===== src/accel_check_pkg.sv =====
// Purpose: Shared constants for the acceleration parameter checker
// Assumes: 20 MHz clock, APB register access with 32-bit data
// Notes:   Speeds in pps, transition times in 10 ms steps
package accel_check_pkg;
   localparam int SPEED_W = 16;
   localparam int ACC_W   = 12;
   localparam int ADDR_W  = 8;

   // Register byte offsets
   localparam logic [7:0] OFS_PROPERTY_GROUP_TWO = 8'h00;
   localparam logic [7:0] OFS_LOWER_SPEED        = 8'h04;
   localparam logic [7:0] OFS_UPPER_SPEED        = 8'h08;
   localparam logic [7:0] OFS_RISE_SETTING       = 8'h0C;
   localparam logic [7:0] OFS_FALL_SETTING       = 8'h10;
   localparam logic [7:0] OFS_INSTRUCTION        = 8'h14;
   localparam logic [7:0] OFS_STATUS             = 8'h18;
   localparam logic [7:0] OFS_IRQ_STATUS         = 8'h1C;
   localparam logic [7:0] OFS_IRQ_MASK           = 8'h20;
   localparam logic [7:0] OFS_EFFECTIVE_BASE     = 8'h30;
   localparam logic [7:0] EFFECTIVE_MASK         = 8'hF0;

   // Property group two fields
   localparam int BIT_FORMAT_SELECT = 0;
   localparam int BIT_AUTO_CORRECT  = 1;
   localparam int RANGE_LSB         = 2;
   localparam logic [1:0] RANGE_DEFAULT = 2'h2;

   // Speed ranges, pps
   localparam logic [SPEED_W-1:0] RANGE0_MIN = 16'h000A; // 10
   localparam logic [SPEED_W-1:0] RANGE0_MAX = 16'h09C4; // 2500
   localparam logic [SPEED_W-1:0] RANGE1_MIN = 16'h0028; // 40
   localparam logic [SPEED_W-1:0] RANGE1_MAX = 16'h2710; // 10000
   localparam logic [SPEED_W-1:0] RANGE2_MIN = 16'h00A0; // 160
   localparam logic [SPEED_W-1:0] RANGE2_MAX = 16'h30D4; // 12500

   // Required-time format limits, counts of 10 ms
   localparam int TIME_STEP_MS = 10;
   localparam logic [ACC_W-1:0] TIME_MIN_ANY = 12'h008;
   localparam logic [ACC_W-1:0] TIME_MIN_11K = 12'h007;
   localparam logic [ACC_W-1:0] TIME_MIN_8K  = 12'h006;
   localparam logic [ACC_W-1:0] TIME_MIN_5K  = 12'h005;
   localparam logic [SPEED_W-1:0] UPPER_11K  = 16'h2AF8; // 11000
   localparam logic [SPEED_W-1:0] UPPER_8K   = 16'h1F40; // 8000
   localparam logic [SPEED_W-1:0] UPPER_5K   = 16'h1388; // 5000

   // Rate format limits, pps per 10 ms
   localparam logic [ACC_W-1:0] RATE_MIN = 12'h001;
   localparam logic [ACC_W-1:0] RATE_MAX = 12'h606; // 1542
   localparam int MIN_TRANSITION_MS = 80;
   localparam int MIN_STEPS = MIN_TRANSITION_MS / TIME_STEP_MS;
   localparam logic [SPEED_W-1:0] WIDTH_MIN = 16'h0020; // 32

   // Instruction codes
   typedef enum logic [2:0] {
      INS_NONE       = 3'h0,
      INS_LOWER      = 3'h1,
      INS_UPPER      = 3'h2,
      INS_ACCELERATE = 3'h3,
      INS_DECELERATE = 3'h4,
      INS_DECEL_STOP = 3'h5,
      INS_PATTERN    = 3'h6
   } instruction_t;

   // Effective parameter word indices
   localparam logic [1:0] EFF_LOWER = 2'h0;
   localparam logic [1:0] EFF_UPPER = 2'h1;
   localparam logic [1:0] EFF_RISE  = 2'h2;
   localparam logic [1:0] EFF_FALL  = 2'h3;

   // Status and interrupt bits
   localparam int ST_BUSY        = 0;
   localparam int ST_ERROR       = 1;
   localparam int ST_ERR_SPEED   = 2;
   localparam int ST_ERR_ACCEL   = 3;
   localparam int ST_ERR_WIDTH   = 4;
   localparam int ST_CORRECTED   = 5;
   localparam int ST_NO_TRANSIT  = 6;
   localparam int IRQ_ACCEPT     = 0;
   localparam int IRQ_REJECT     = 1;
endpackage : accel_check_pkg


===== src/param_store.sv =====
// Purpose: Four-word store of the corrected parameter set
// Assumes: One write port, one read port, same clock
// Notes:   Read data is registered, one cycle after the address
module param_store (
   input  wire logic        clk,
   input  wire logic        rst_n,
   input  wire logic        wr_en,
   input  wire logic [1:0]  wr_addr,
   input  wire logic [15:0] wr_data,
   input  wire logic [1:0]  rd_addr,
   output logic      [15:0] rd_data
);
   logic [15:0] words [4];

   generate
      for (genvar i = 0; i < 4; i++) begin : g_word
         always_ff @(posedge clk or negedge rst_n) begin
            if (!rst_n) begin
               words[i] <= 16'h0000;
            end else if (wr_en && wr_addr == 2'(i)) begin
               words[i] <= wr_data;
            end
         end
      end
   endgenerate

   always_ff @(posedge clk or negedge rst_n) begin
      if (!rst_n) begin
         rd_data <= 16'h0000;
      end else begin
         rd_data <= words[rd_addr];
      end
   end
endmodule : param_store


===== src/accel_param_validation.sv =====
// Purpose: Checks and corrects speed and acceleration settings on issue
// Assumes: APB master, 20 MHz clk, asynchronous active-low rstn
// Notes:   Accepted instructions leave as a one-cycle issue pulse

// Notes on behaviour
// - Format bit set means times; clear (default) means rates.
// - In time format, one count is one 10 ms transition step.
// - Rising and falling settings are kept apart in both formats.
// - Time format accepts 8 to 4095 counts at any upper speed.
// - Minimum drops to 7, 6, 5 at upper speeds of 11k, 8k, 5k.
// - Bad acceleration on accelerate, decelerate, decel-stop or pattern errors when correction is off.
// - Bad lower or upper speed errors when correction is off.
// - With correction on, bad values are brought into range, no error.
// - Low lower speed with correction becomes the range minimum.
// - Accelerate, decelerate, decel-stop error on width under 32 always.
// - Pattern move with narrow width and correction runs flat at lower.
// - Correction enable bit, set after reset.
// - Range 2 is default, spanning 160 pps to 12.5 kpps.
// - Rate format under 80 ms with correction forces at least 80 ms, the rate rounded down.
module accel_param_validation (
   input  wire logic        clk,
   input  wire logic        rstn,
   input  wire logic        psel,
   input  wire logic        penable,
   input  wire logic        pwrite,
   input  wire logic [7:0]  paddr,
   input  wire logic [31:0] pwdata,
   output logic      [31:0] prdata,
   output logic             pready,
   output logic             pslverr,
   output logic             irq,
   output logic             issue_valid,
   output logic      [2:0]  issue_code,
   output logic             issue_no_transition
);
   typedef enum logic [1:0] {
      S_IDLE  = 2'b00,
      S_CHECK = 2'b01,
      S_STORE = 2'b10,
      S_ISSUE = 2'b11
   } state_t;

   logic        rst_meta;
   logic        rst_n;
   state_t      state;
   logic [1:0]  store_idx;

   logic        format_time;
   logic        auto_correct;
   logic [1:0]  speed_range;
   logic [15:0] lower_speed;
   logic [15:0] upper_speed;
   logic [11:0] rise_setting;
   logic [11:0] fall_setting;
   logic [2:0]  pending_code;
   logic [6:0]  status;
   logic [1:0]  irq_status;
   logic [1:0]  irq_mask;

   logic [15:0] eff_lower;
   logic [15:0] eff_upper;
   logic [11:0] eff_rise;
   logic [11:0] eff_fall;
   logic [15:0] mem_rdata;
   logic [15:0] store_data;

   logic        access;
   logic        wr_now;
   logic        insn_write;
   logic        ev_accept;
   logic        ev_reject;

   logic [15:0] next_lower;
   logic [15:0] next_upper;
   logic [11:0] next_rise;
   logic [11:0] next_fall;
   logic        bad_speed;
   logic        bad_accel;
   logic        narrow;
   logic        reject;
   logic        flat_move;
   logic        flat_held;

   // Reset release through two flops
   always_ff @(posedge clk or negedge rstn) begin
      if (!rstn) begin
         rst_meta <= 1'b0;
         rst_n    <= 1'b0;
      end else begin
         rst_meta <= 1'b1;
         rst_n    <= rst_meta;
      end
   end

   function automatic logic [15:0] range_min(input logic [1:0] r);
      case (r)
         2'h0:    range_min = accel_check_pkg::RANGE0_MIN;
         2'h1:    range_min = accel_check_pkg::RANGE1_MIN;
         default: range_min = accel_check_pkg::RANGE2_MIN;
      endcase
   endfunction : range_min

   function automatic logic [15:0] range_max(input logic [1:0] r);
      case (r)
         2'h0:    range_max = accel_check_pkg::RANGE0_MAX;
         2'h1:    range_max = accel_check_pkg::RANGE1_MAX;
         default: range_max = accel_check_pkg::RANGE2_MAX;
      endcase
   endfunction : range_max

   // Clamp a speed into the range; top bit flags a change
   function automatic logic [16:0] clamp_speed(input logic [15:0] v,
                                               input logic [1:0]  r);
      if (v < range_min(r)) begin
         clamp_speed = {1'b1, range_min(r)};
      end else if (v > range_max(r)) begin
         clamp_speed = {1'b1, range_max(r)};
      end else begin
         clamp_speed = {1'b0, v};
      end
   endfunction : clamp_speed

   // Correct one acceleration setting; top bit flags a change
   function automatic logic [12:0] fix_accel(input logic [11:0] v,
                                             input logic        tfmt,
                                             input logic [15:0] up,
                                             input logic [15:0] width);
      logic [11:0] tmin;
      logic [11:0] rate;
      logic [31:0] span;
      tmin = accel_check_pkg::TIME_MIN_ANY;
      rate = v;
      span = 32'(v) * 32'(accel_check_pkg::MIN_STEPS);
      if (up <= accel_check_pkg::UPPER_5K) begin
         tmin = accel_check_pkg::TIME_MIN_5K;
      end else if (up <= accel_check_pkg::UPPER_8K) begin
         tmin = accel_check_pkg::TIME_MIN_8K;
      end else if (up <= accel_check_pkg::UPPER_11K) begin
         tmin = accel_check_pkg::TIME_MIN_11K;
      end
      if (tfmt) begin
         // 12-bit field cannot exceed the 4095 count ceiling
         fix_accel = (v < tmin) ? {1'b1, tmin} : {1'b0, v};
      end else if (v < accel_check_pkg::RATE_MIN) begin
         fix_accel = {1'b1, accel_check_pkg::RATE_MIN};
      end else if (v > accel_check_pkg::RATE_MAX) begin
         fix_accel = {1'b1, accel_check_pkg::RATE_MAX};
      end else if (32'(width) < span) begin
         // Largest rate giving at least the minimum transition time
         rate = 12'(width / 16'(accel_check_pkg::MIN_STEPS));
         if (rate < accel_check_pkg::RATE_MIN) begin
            rate = accel_check_pkg::RATE_MIN;
         end
         fix_accel = {1'b1, rate};
      end else begin
         fix_accel = {1'b0, v};
      end
   endfunction : fix_accel

   function automatic logic uses_accel(input logic [2:0] c);
      uses_accel = (c == accel_check_pkg::INS_ACCELERATE) ||
                   (c == accel_check_pkg::INS_DECELERATE) ||
                   (c == accel_check_pkg::INS_DECEL_STOP) ||
                   (c == accel_check_pkg::INS_PATTERN);
   endfunction : uses_accel

   // Check and correction of the pending instruction
   always_comb begin
      logic [16:0] lo_fix;
      logic [16:0] up_fix;
      logic [12:0] rise_fix;
      logic [12:0] fall_fix;
      logic [15:0] width;
      lo_fix   = clamp_speed(lower_speed, speed_range);
      up_fix   = clamp_speed(upper_speed, speed_range);
      width    = (up_fix[15:0] > lo_fix[15:0]) ?
                 (up_fix[15:0] - lo_fix[15:0]) : 16'h0000;
      rise_fix = fix_accel(rise_setting, format_time, up_fix[15:0],
                           width);
      fall_fix = fix_accel(fall_setting, format_time, up_fix[15:0],
                           width);
      next_lower = lo_fix[15:0];
      next_upper = up_fix[15:0];
      next_rise  = rise_fix[11:0];
      next_fall  = fall_fix[11:0];
      bad_speed  = lo_fix[16] | up_fix[16] |
                   (upper_speed < lower_speed);
      bad_accel  = uses_accel(pending_code) & (rise_fix[12] | fall_fix[12]);
      narrow     = uses_accel(pending_code) &
                   (width < accel_check_pkg::WIDTH_MIN);
      flat_move  = narrow &&
                   pending_code == accel_check_pkg::INS_PATTERN;
      if (narrow && !flat_move) begin
         reject = 1'b1;
      end else if (!auto_correct) begin
         reject = bad_speed | bad_accel | flat_move;
      end else begin
         reject = 1'b0;
      end
   end

   assign access     = psel & penable & ~pready;
   // Writes land at the answer edge, where the master samples pready
   assign wr_now     = psel & penable & pready & pwrite;
   assign insn_write = wr_now && paddr == accel_check_pkg::OFS_INSTRUCTION;
   assign ev_accept  = state == S_STORE &&
                       store_idx == accel_check_pkg::EFF_FALL;
   assign ev_reject  = state == S_CHECK && reject;

   // Property group two and setting registers
   always_ff @(posedge clk or negedge rst_n) begin
      if (!rst_n) begin
         format_time  <= 1'b0;
         auto_correct <= 1'b1;
         speed_range  <= accel_check_pkg::RANGE_DEFAULT;
         lower_speed  <= 16'h0000;
         upper_speed  <= 16'h0000;
         rise_setting <= 12'h000;
         fall_setting <= 12'h000;
      end else if (wr_now) begin
         case (paddr)
            accel_check_pkg::OFS_PROPERTY_GROUP_TWO: begin
               format_time  <= pwdata[accel_check_pkg::BIT_FORMAT_SELECT];
               auto_correct <= pwdata[accel_check_pkg::BIT_AUTO_CORRECT];
               speed_range  <= pwdata[accel_check_pkg::RANGE_LSB +: 2];
            end
            accel_check_pkg::OFS_LOWER_SPEED:  lower_speed  <= pwdata[15:0];
            accel_check_pkg::OFS_UPPER_SPEED:  upper_speed  <= pwdata[15:0];
            accel_check_pkg::OFS_RISE_SETTING: rise_setting <= pwdata[11:0];
            accel_check_pkg::OFS_FALL_SETTING: fall_setting <= pwdata[11:0];
            default: ;
         endcase
      end
   end

   // Instruction sequencing
   always_ff @(posedge clk or negedge rst_n) begin
      if (!rst_n) begin
         state        <= S_IDLE;
         store_idx    <= 2'h0;
         pending_code <= accel_check_pkg::INS_NONE;
      end else begin
         case (state)
            S_IDLE: begin
               // Instruction writes while busy are dropped
               if (insn_write &&
                   pwdata[2:0] != accel_check_pkg::INS_NONE) begin
                  pending_code <= pwdata[2:0];
                  state        <= S_CHECK;
               end
            end
            S_CHECK: begin
               store_idx <= accel_check_pkg::EFF_LOWER;
               state     <= reject ? S_IDLE : S_STORE;
            end
            S_STORE: begin
               store_idx <= store_idx + 2'h1;
               if (store_idx == accel_check_pkg::EFF_FALL) begin
                  state <= S_ISSUE;
               end
            end
            S_ISSUE: state <= S_IDLE;
            default: state <= S_IDLE;
         endcase
      end
   end

   // Corrected values held steady while they are stored
   always_ff @(posedge clk or negedge rst_n) begin
      if (!rst_n) begin
         eff_lower <= 16'h0000;
         eff_upper <= 16'h0000;
         eff_rise  <= 12'h000;
         eff_fall  <= 12'h000;
         flat_held <= 1'b0;
      end else if (state == S_CHECK && !reject) begin
         eff_lower <= next_lower;
         eff_upper <= next_upper;
         eff_rise  <= next_rise;
         eff_fall  <= next_fall;
         flat_held <= flat_move;
      end
   end

   always_comb begin
      case (store_idx)
         accel_check_pkg::EFF_LOWER: store_data = eff_lower;
         accel_check_pkg::EFF_UPPER: store_data = eff_upper;
         accel_check_pkg::EFF_RISE:  store_data = {4'h0, eff_rise};
         default:                    store_data = {4'h0, eff_fall};
      endcase
   end

   param_store u_store (
      .clk     (clk),
      .rst_n   (rst_n),
      .wr_en   (state == S_STORE),
      .wr_addr (store_idx),
      .wr_data (store_data),
      .rd_addr (paddr[3:2]),
      .rd_data (mem_rdata)
   );

   // Issue outputs: only accepted instructions reach the generator
   always_ff @(posedge clk or negedge rst_n) begin
      if (!rst_n) begin
         issue_valid         <= 1'b0;
         issue_code          <= accel_check_pkg::INS_NONE;
         issue_no_transition <= 1'b0;
      end else begin
         issue_valid <= ev_accept;
         // Code and flag move only together with their pulse
         if (ev_accept) begin
            issue_code          <= pending_code;
            issue_no_transition <= flat_held;
         end
      end
   end

   // Status of the last checked instruction
   always_ff @(posedge clk or negedge rst_n) begin
      if (!rst_n) begin
         status <= 7'h00;
      end else begin
         status[accel_check_pkg::ST_BUSY] <= next_busy(state, insn_write,
                                                       pwdata[2:0]);
         if (state == S_CHECK) begin
            status[accel_check_pkg::ST_ERROR]      <= reject;
            status[accel_check_pkg::ST_ERR_SPEED]  <= bad_speed;
            status[accel_check_pkg::ST_ERR_ACCEL]  <= bad_accel;
            status[accel_check_pkg::ST_ERR_WIDTH]  <= narrow;
            status[accel_check_pkg::ST_CORRECTED]  <= ~reject &
                                                      (bad_speed | bad_accel);
            status[accel_check_pkg::ST_NO_TRANSIT] <= ~reject & flat_move;
         end
      end
   end

   function automatic logic next_busy(input state_t s, input logic w,
                                      input logic [2:0] c);
      case (s)
         S_IDLE:  next_busy = w && c != accel_check_pkg::INS_NONE;
         S_ISSUE: next_busy = 1'b0;
         S_CHECK: next_busy = 1'b1;
         default: next_busy = 1'b1;
      endcase
   endfunction : next_busy

   // Sticky events, write one to clear; a new event beats the clear
   always_ff @(posedge clk or negedge rst_n) begin
      if (!rst_n) begin
         irq_status <= 2'h0;
         irq_mask   <= 2'h0;
         irq        <= 1'b0;
      end else begin
         if (wr_now && paddr == accel_check_pkg::OFS_IRQ_STATUS) begin
            irq_status <= (irq_status & ~pwdata[1:0]) |
                          {ev_reject, ev_accept};
         end else begin
            irq_status <= irq_status | {ev_reject, ev_accept};
         end
         if (wr_now && paddr == accel_check_pkg::OFS_IRQ_MASK) begin
            irq_mask <= pwdata[1:0];
         end
         irq <= |(irq_status & irq_mask);
      end
   end

   // APB answer: one wait state on every access
   always_ff @(posedge clk or negedge rst_n) begin
      if (!rst_n) begin
         pready  <= 1'b0;
         pslverr <= 1'b0;
         prdata  <= 32'h0000_0000;
      end else begin
         pready  <= access;
         pslverr <= 1'b0;
         prdata  <= 32'h0000_0000;
         if (access) begin
            case (paddr)
               accel_check_pkg::OFS_PROPERTY_GROUP_TWO:
                  prdata <= {28'h0, speed_range, auto_correct, format_time};
               accel_check_pkg::OFS_LOWER_SPEED:
                  prdata <= {16'h0, lower_speed};
               accel_check_pkg::OFS_UPPER_SPEED:
                  prdata <= {16'h0, upper_speed};
               accel_check_pkg::OFS_RISE_SETTING:
                  prdata <= {20'h0, rise_setting};
               accel_check_pkg::OFS_FALL_SETTING:
                  prdata <= {20'h0, fall_setting};
               accel_check_pkg::OFS_INSTRUCTION:
                  prdata <= {29'h0, pending_code};
               accel_check_pkg::OFS_STATUS:
                  prdata <= {25'h0, status};
               accel_check_pkg::OFS_IRQ_STATUS:
                  prdata <= {30'h0, irq_status};
               accel_check_pkg::OFS_IRQ_MASK:
                  prdata <= {30'h0, irq_mask};
               default: begin
                  if ((paddr & accel_check_pkg::EFFECTIVE_MASK) ==
                      accel_check_pkg::OFS_EFFECTIVE_BASE) begin
                     if (!pwrite) begin
                        prdata <= {16'h0, mem_rdata};
                     end
                  end else begin
                     pslverr <= 1'b1;
                  end
               end
            endcase
         end
      end
   end
endmodule : accel_param_validation


===== config.mk =====
export PLATFORM = sky130hd
export DESIGN_NAME = accel_param_validation
export DESIGN_NICKNAME = d
export VERILOG_FILES = /design/src/accel_check_pkg.sv /design/src/param_store.sv /design/src/accel_param_validation.sv
export SDC_FILE = /design/constraint.sdc
export NUM_CORES = 1
export LEC_CHECK = 0
export BUFFER_PORTS_ARGS = -buffer_cell sky130_fd_sc_hd__buf_2
export CAP_MARGIN = 20
export CORE_MARGIN = 1.5
export CORE_UTILIZATION = 50
export DETAILED_ROUTE_END_ITERATION = 7
export PLACE_DENSITY = 0.68
export SKIP_LAST_GASP = 1
export SLEW_MARGIN = 20
export SYNTH_ARGS = -nofsm -noshare
export SYNTH_HDL_FRONTEND = slang
export SYNTH_HIERARCHICAL = 1
export SYNTH_SLANG_ARGS = --single-unit

===== constraint.sdc =====
create_clock -name clk -period 9.7 [get_ports clk]
set_clock_uncertainty 0.1 [all_clocks]
set_input_delay 2.425 -clock clk [delete_from_list [all_inputs] [get_ports clk]]
set_output_delay 2.425 -clock clk [all_outputs]
set_load 0.01 [all_outputs]

==> flow_summary_export.csv <==
group,metric,value,unit
status,outcome,"complete, no violations",
global_routing,overflow,0,
detailed_routing,drt.antenna.violating_nets,0,
timing,fin_crit,8910,ps
critical_path,r2r_start,"speed_range[1]",
synthesis,synth.distinct_cells,88,
synthesis,yosysTopAreaCellShare,42.1,%
detailed_routing,drtPass1Iterations,7,
layout,final_util,56.1,%
clocking,htreeDepth,1,
synthesis,netlist_area,14200,um^2
floorplanning,die_w,172,um
synthesis,yosys_warnings,6,
critical_path,worst_path_max_delay_cell,"o31ai_2",
global_routing,grt_pass1_vias,10400,
critical_path,endpoint_kind,"register",
critical_path,r2r_setup_slack,790,ps
power,power_density,183,nW/um^2
synthesis,synth_edf_count,0,
worst_hold_path,hold_path_class,"register to asynchronous set/reset pin",
power,p_clk_share,36.9,%
synthesis,synthTopCellsByArea,"dfrtp_1 (42%), mux2_2 (9.4%), ha_1 (7.2%)",
placed_design,port_buffers,52,
global_routing,grt_usage,28.0,%
floorplanning,dieHeight,172,um
global_routing,antenna_found_initial,3,
clocking,insertion_delay,560,ps
timing,layout_worst_path_cycle_share,91.9,%
timing,whs,118,ps
synthesis,avgSynthCellArea,10.8,um^2
synthesis,seq_area_frac_synth,42.5,%
placed_design,place_ws,701,ps
floorplanning,row_count,61,
power,swShare,30.2,%
global_routing,met3_usage,4.79,%
timing,max_freq,112,MHz
timing,worst_pin_slew,1110,ps
global_routing,met2_usage,42.4,%
timing,finalSetupViolations,0,
power,combPwrFrac,20.4,%
detailed_routing,avgViaCountPerCell,6.19,
critical_path,r2r_end,"eff_rise[10]",
timing,drv_slew,0,
floorplanning,dieArea,29400,um^2
timing,rsz0062_at_grt,"no",
layout,multi_input_area,7440,um^2
critical_path,worst_path_largest_cell_delay,590,ps
layout,seq_area,6040,um^2
clocking,root_buffer,"clkbuf_16",
detailed_routing,wl_per_cell,22.9,um
synthesis,synth_seq_cells,241,
power,seqPwrFrac,42.8,%
clocking,cts_setup_buffers,0,
run,maxCapViolations,0,
global_routing,grtUsageMet1,40.5,%
synthesis,synth-async-reset-ratio,100,%
global_routing,top_usage_layer,"met2",
floorplanning,start_util,51.0,%
critical_path,crit_required,10030,ps
synthesis,yosys.area.top_type,"dfrtp_1",
synthesis,ys.flop_type,"dfrtp_1",
layout,drive_gt1_share,22.4,%
power,p_switching,864,uW
layout,final_cell_mix,"dfrtp_1 (238), mux2_2 (119), nand2_1 (85)",
power,cellLeakagePower,0.00756,uW
timing,setup_tns,0,ps
critical_path,worstRegToRegCells,30,
timing,max_slew_margin,25.1,%
clocking,numCtsBuffers,27,
clocking,cts_tree,"built",
clocking,hold_buffers,0,
timing,final-hold-violation-count,0,
global_routing,grt_max_degree,164,
floorplanning,ioPinCount,85,
layout,syn_to_final_growth,10.0,%
detailed_routing,drtIter0Drc,1126,
power,ir_worst_vdd,0.236,mV
floorplanning,core-area,27900,um^2
clocking,ctsLongestPathBuffers,3,
power,internal-power,2000,uW
placed_design,dp_hpwl,28800,um
critical_path,cp-start-kind,"register",
layout,fillers,2418,
critical_path,critPathKind,"register to register",
clocking,clk_pin_slew,60,ps
timing,final.setup.worst_slack,789,ps
placed_design,gp_congestion,0.952,
global_routing,grt_pass1_wl,61900,um
layout,final_common_cell,"dfrtp_1",
detailed_routing,drc_errors,0,
detailed_routing,routed_wl,40100,um
synthesis,synthCells,1321,
layout,finalNetCount,1480,
detailed_routing,vias,10900,
critical_path,critPathArrivalTime,9240,ps
clocking,clock-sinks,241,
critical_path,crit_fanout,52,
critical_path,crit_top_cell,"ha_1",
routing by layer:
metal	wire (um)	vias to the layer above
met5	0	-
li1	-	4908
met2	17700	445
met1	17700	5406
met3	3360	93
met4	1430	0
metrics by stage:
stage / cells / power, uW / cell area, um^2
after floorplan: 1340 / 1610 / 14300
after global placement: 1701 / 1790 / 14700
after detailed placement: 1701 / 1810 / 14700
after CTS: 1751 / 2860 / 15600
after global routing: 1752 / 2980 / 15600
final: 1754 / 2860 / 15600
Yosys cell counts, types with 8 or more instances:
cell type and count:
a221oi_1 8, nor2b_1 11, a22oi_1 27, clkbuf_1 44, ha_1 82, mux2_2 119
mux2_4 27, or2_2 8, buf_4 20, o211ai_1 8, a21o_1 18, nand3_1 13
nand2b_1 10, mux2i_1 33, inv_1 82, and2_1 8, o21ai_0 59, nand2_1 85
nand4_1 12, a31oi_1 13, a21oi_1 62, dfrtp_1 239, mux4_2 16, a222oi_1 17
and3_1 11, nor4_1 12, nor3_1 26, o21a_1 9, a22o_1 21, nor2_1 75
area by class of cell:
class / instances / area share, %
inverter: 84 / 2.02
clock buffer: 31 / 4.55
timing repair buffer: 69 / 2.77
multi-input combinational: 930 / 47.6
clock inverter: 19 / 1.33
sequential: 241 / 38.6
antenna: 2 / 0.0320
tap: 378 / 3.03
power groups by stage:
stage,clock network (uW),logic [uW],registers (uW)
2_1_floorplan,0,391,1220
3_3_place_gp,0,551,1240
3_5_place_dp,0,566,1240
4_1_cts,1070,567,1230
5_1_grt,1110,630,1230
6_report,1050,583,1220
registers in the layout (all words and copies together), names as in the netlist, 3 cells and up, named ones only:
| signal | cells |
|---|---|
| u_store/words | 64 |
| issue_code | 3 |
| fall_setting | 12 |
| rise_setting | 12 |
| status | 7 |
| eff_lower | 16 |
| lower_speed | 16 |
| eff_fall | 12 |
| pending_code | 3 |
| eff_upper | 16 |
| prdata | 16 |
| u_store/rd_data | 16 |
| upper_speed | 16 |
| eff_rise | 12 |
timing repair:
action,4_1_cts,5_1_grt
setup endpoints to repair,0,5
endpoints found under the hold margin,0,0
gates resized for setup,0,1
how the worst max path moves through the flow:
stage,slack [ps],cells past startpoint,to,start
after detailed placement,700,30,eff_fall[9],speed_range[1]
after floorplan,2270,33,eff_rise[10],speed_range[0]
after CTS,670,30,eff_fall[9],speed_range[1]
after global placement,800,30,eff_lower[0],speed_range[1]
after global routing,290,30,eff_fall[9],speed_range[1]
final,790,30,eff_rise[10],speed_range[1]
cells by family (layout without fill, tap and decap cells):
family | Yosys count | after routing | synth area share, %
compound gates | 312 | 312 | 15.5
xor+xnor | 9 | 9 | 0.555
fa+ha+maj | 83 | 83 | 7.30
buf+inv | 169 | 203 | 5.73
flops | 241 | 241 | 42.5
mux | 201 | 201 | 17.6
other cells | 2 | 23 | 0.0529
simple gates | 304 | 304 | 10.8
critical path: cells and delay by family, from the launching register on:
family                   cells  cell delay, ps
adder cells (fa/ha/maj)      3            1080
buffers and inverters        3            1020
AO/OA/AOI/OAI               14            3850
AND/OR/NAND/NOR              9            1800
flip-flops                   1             510
multiplexers                 1             370
Power figures use the tool's default switching activity.
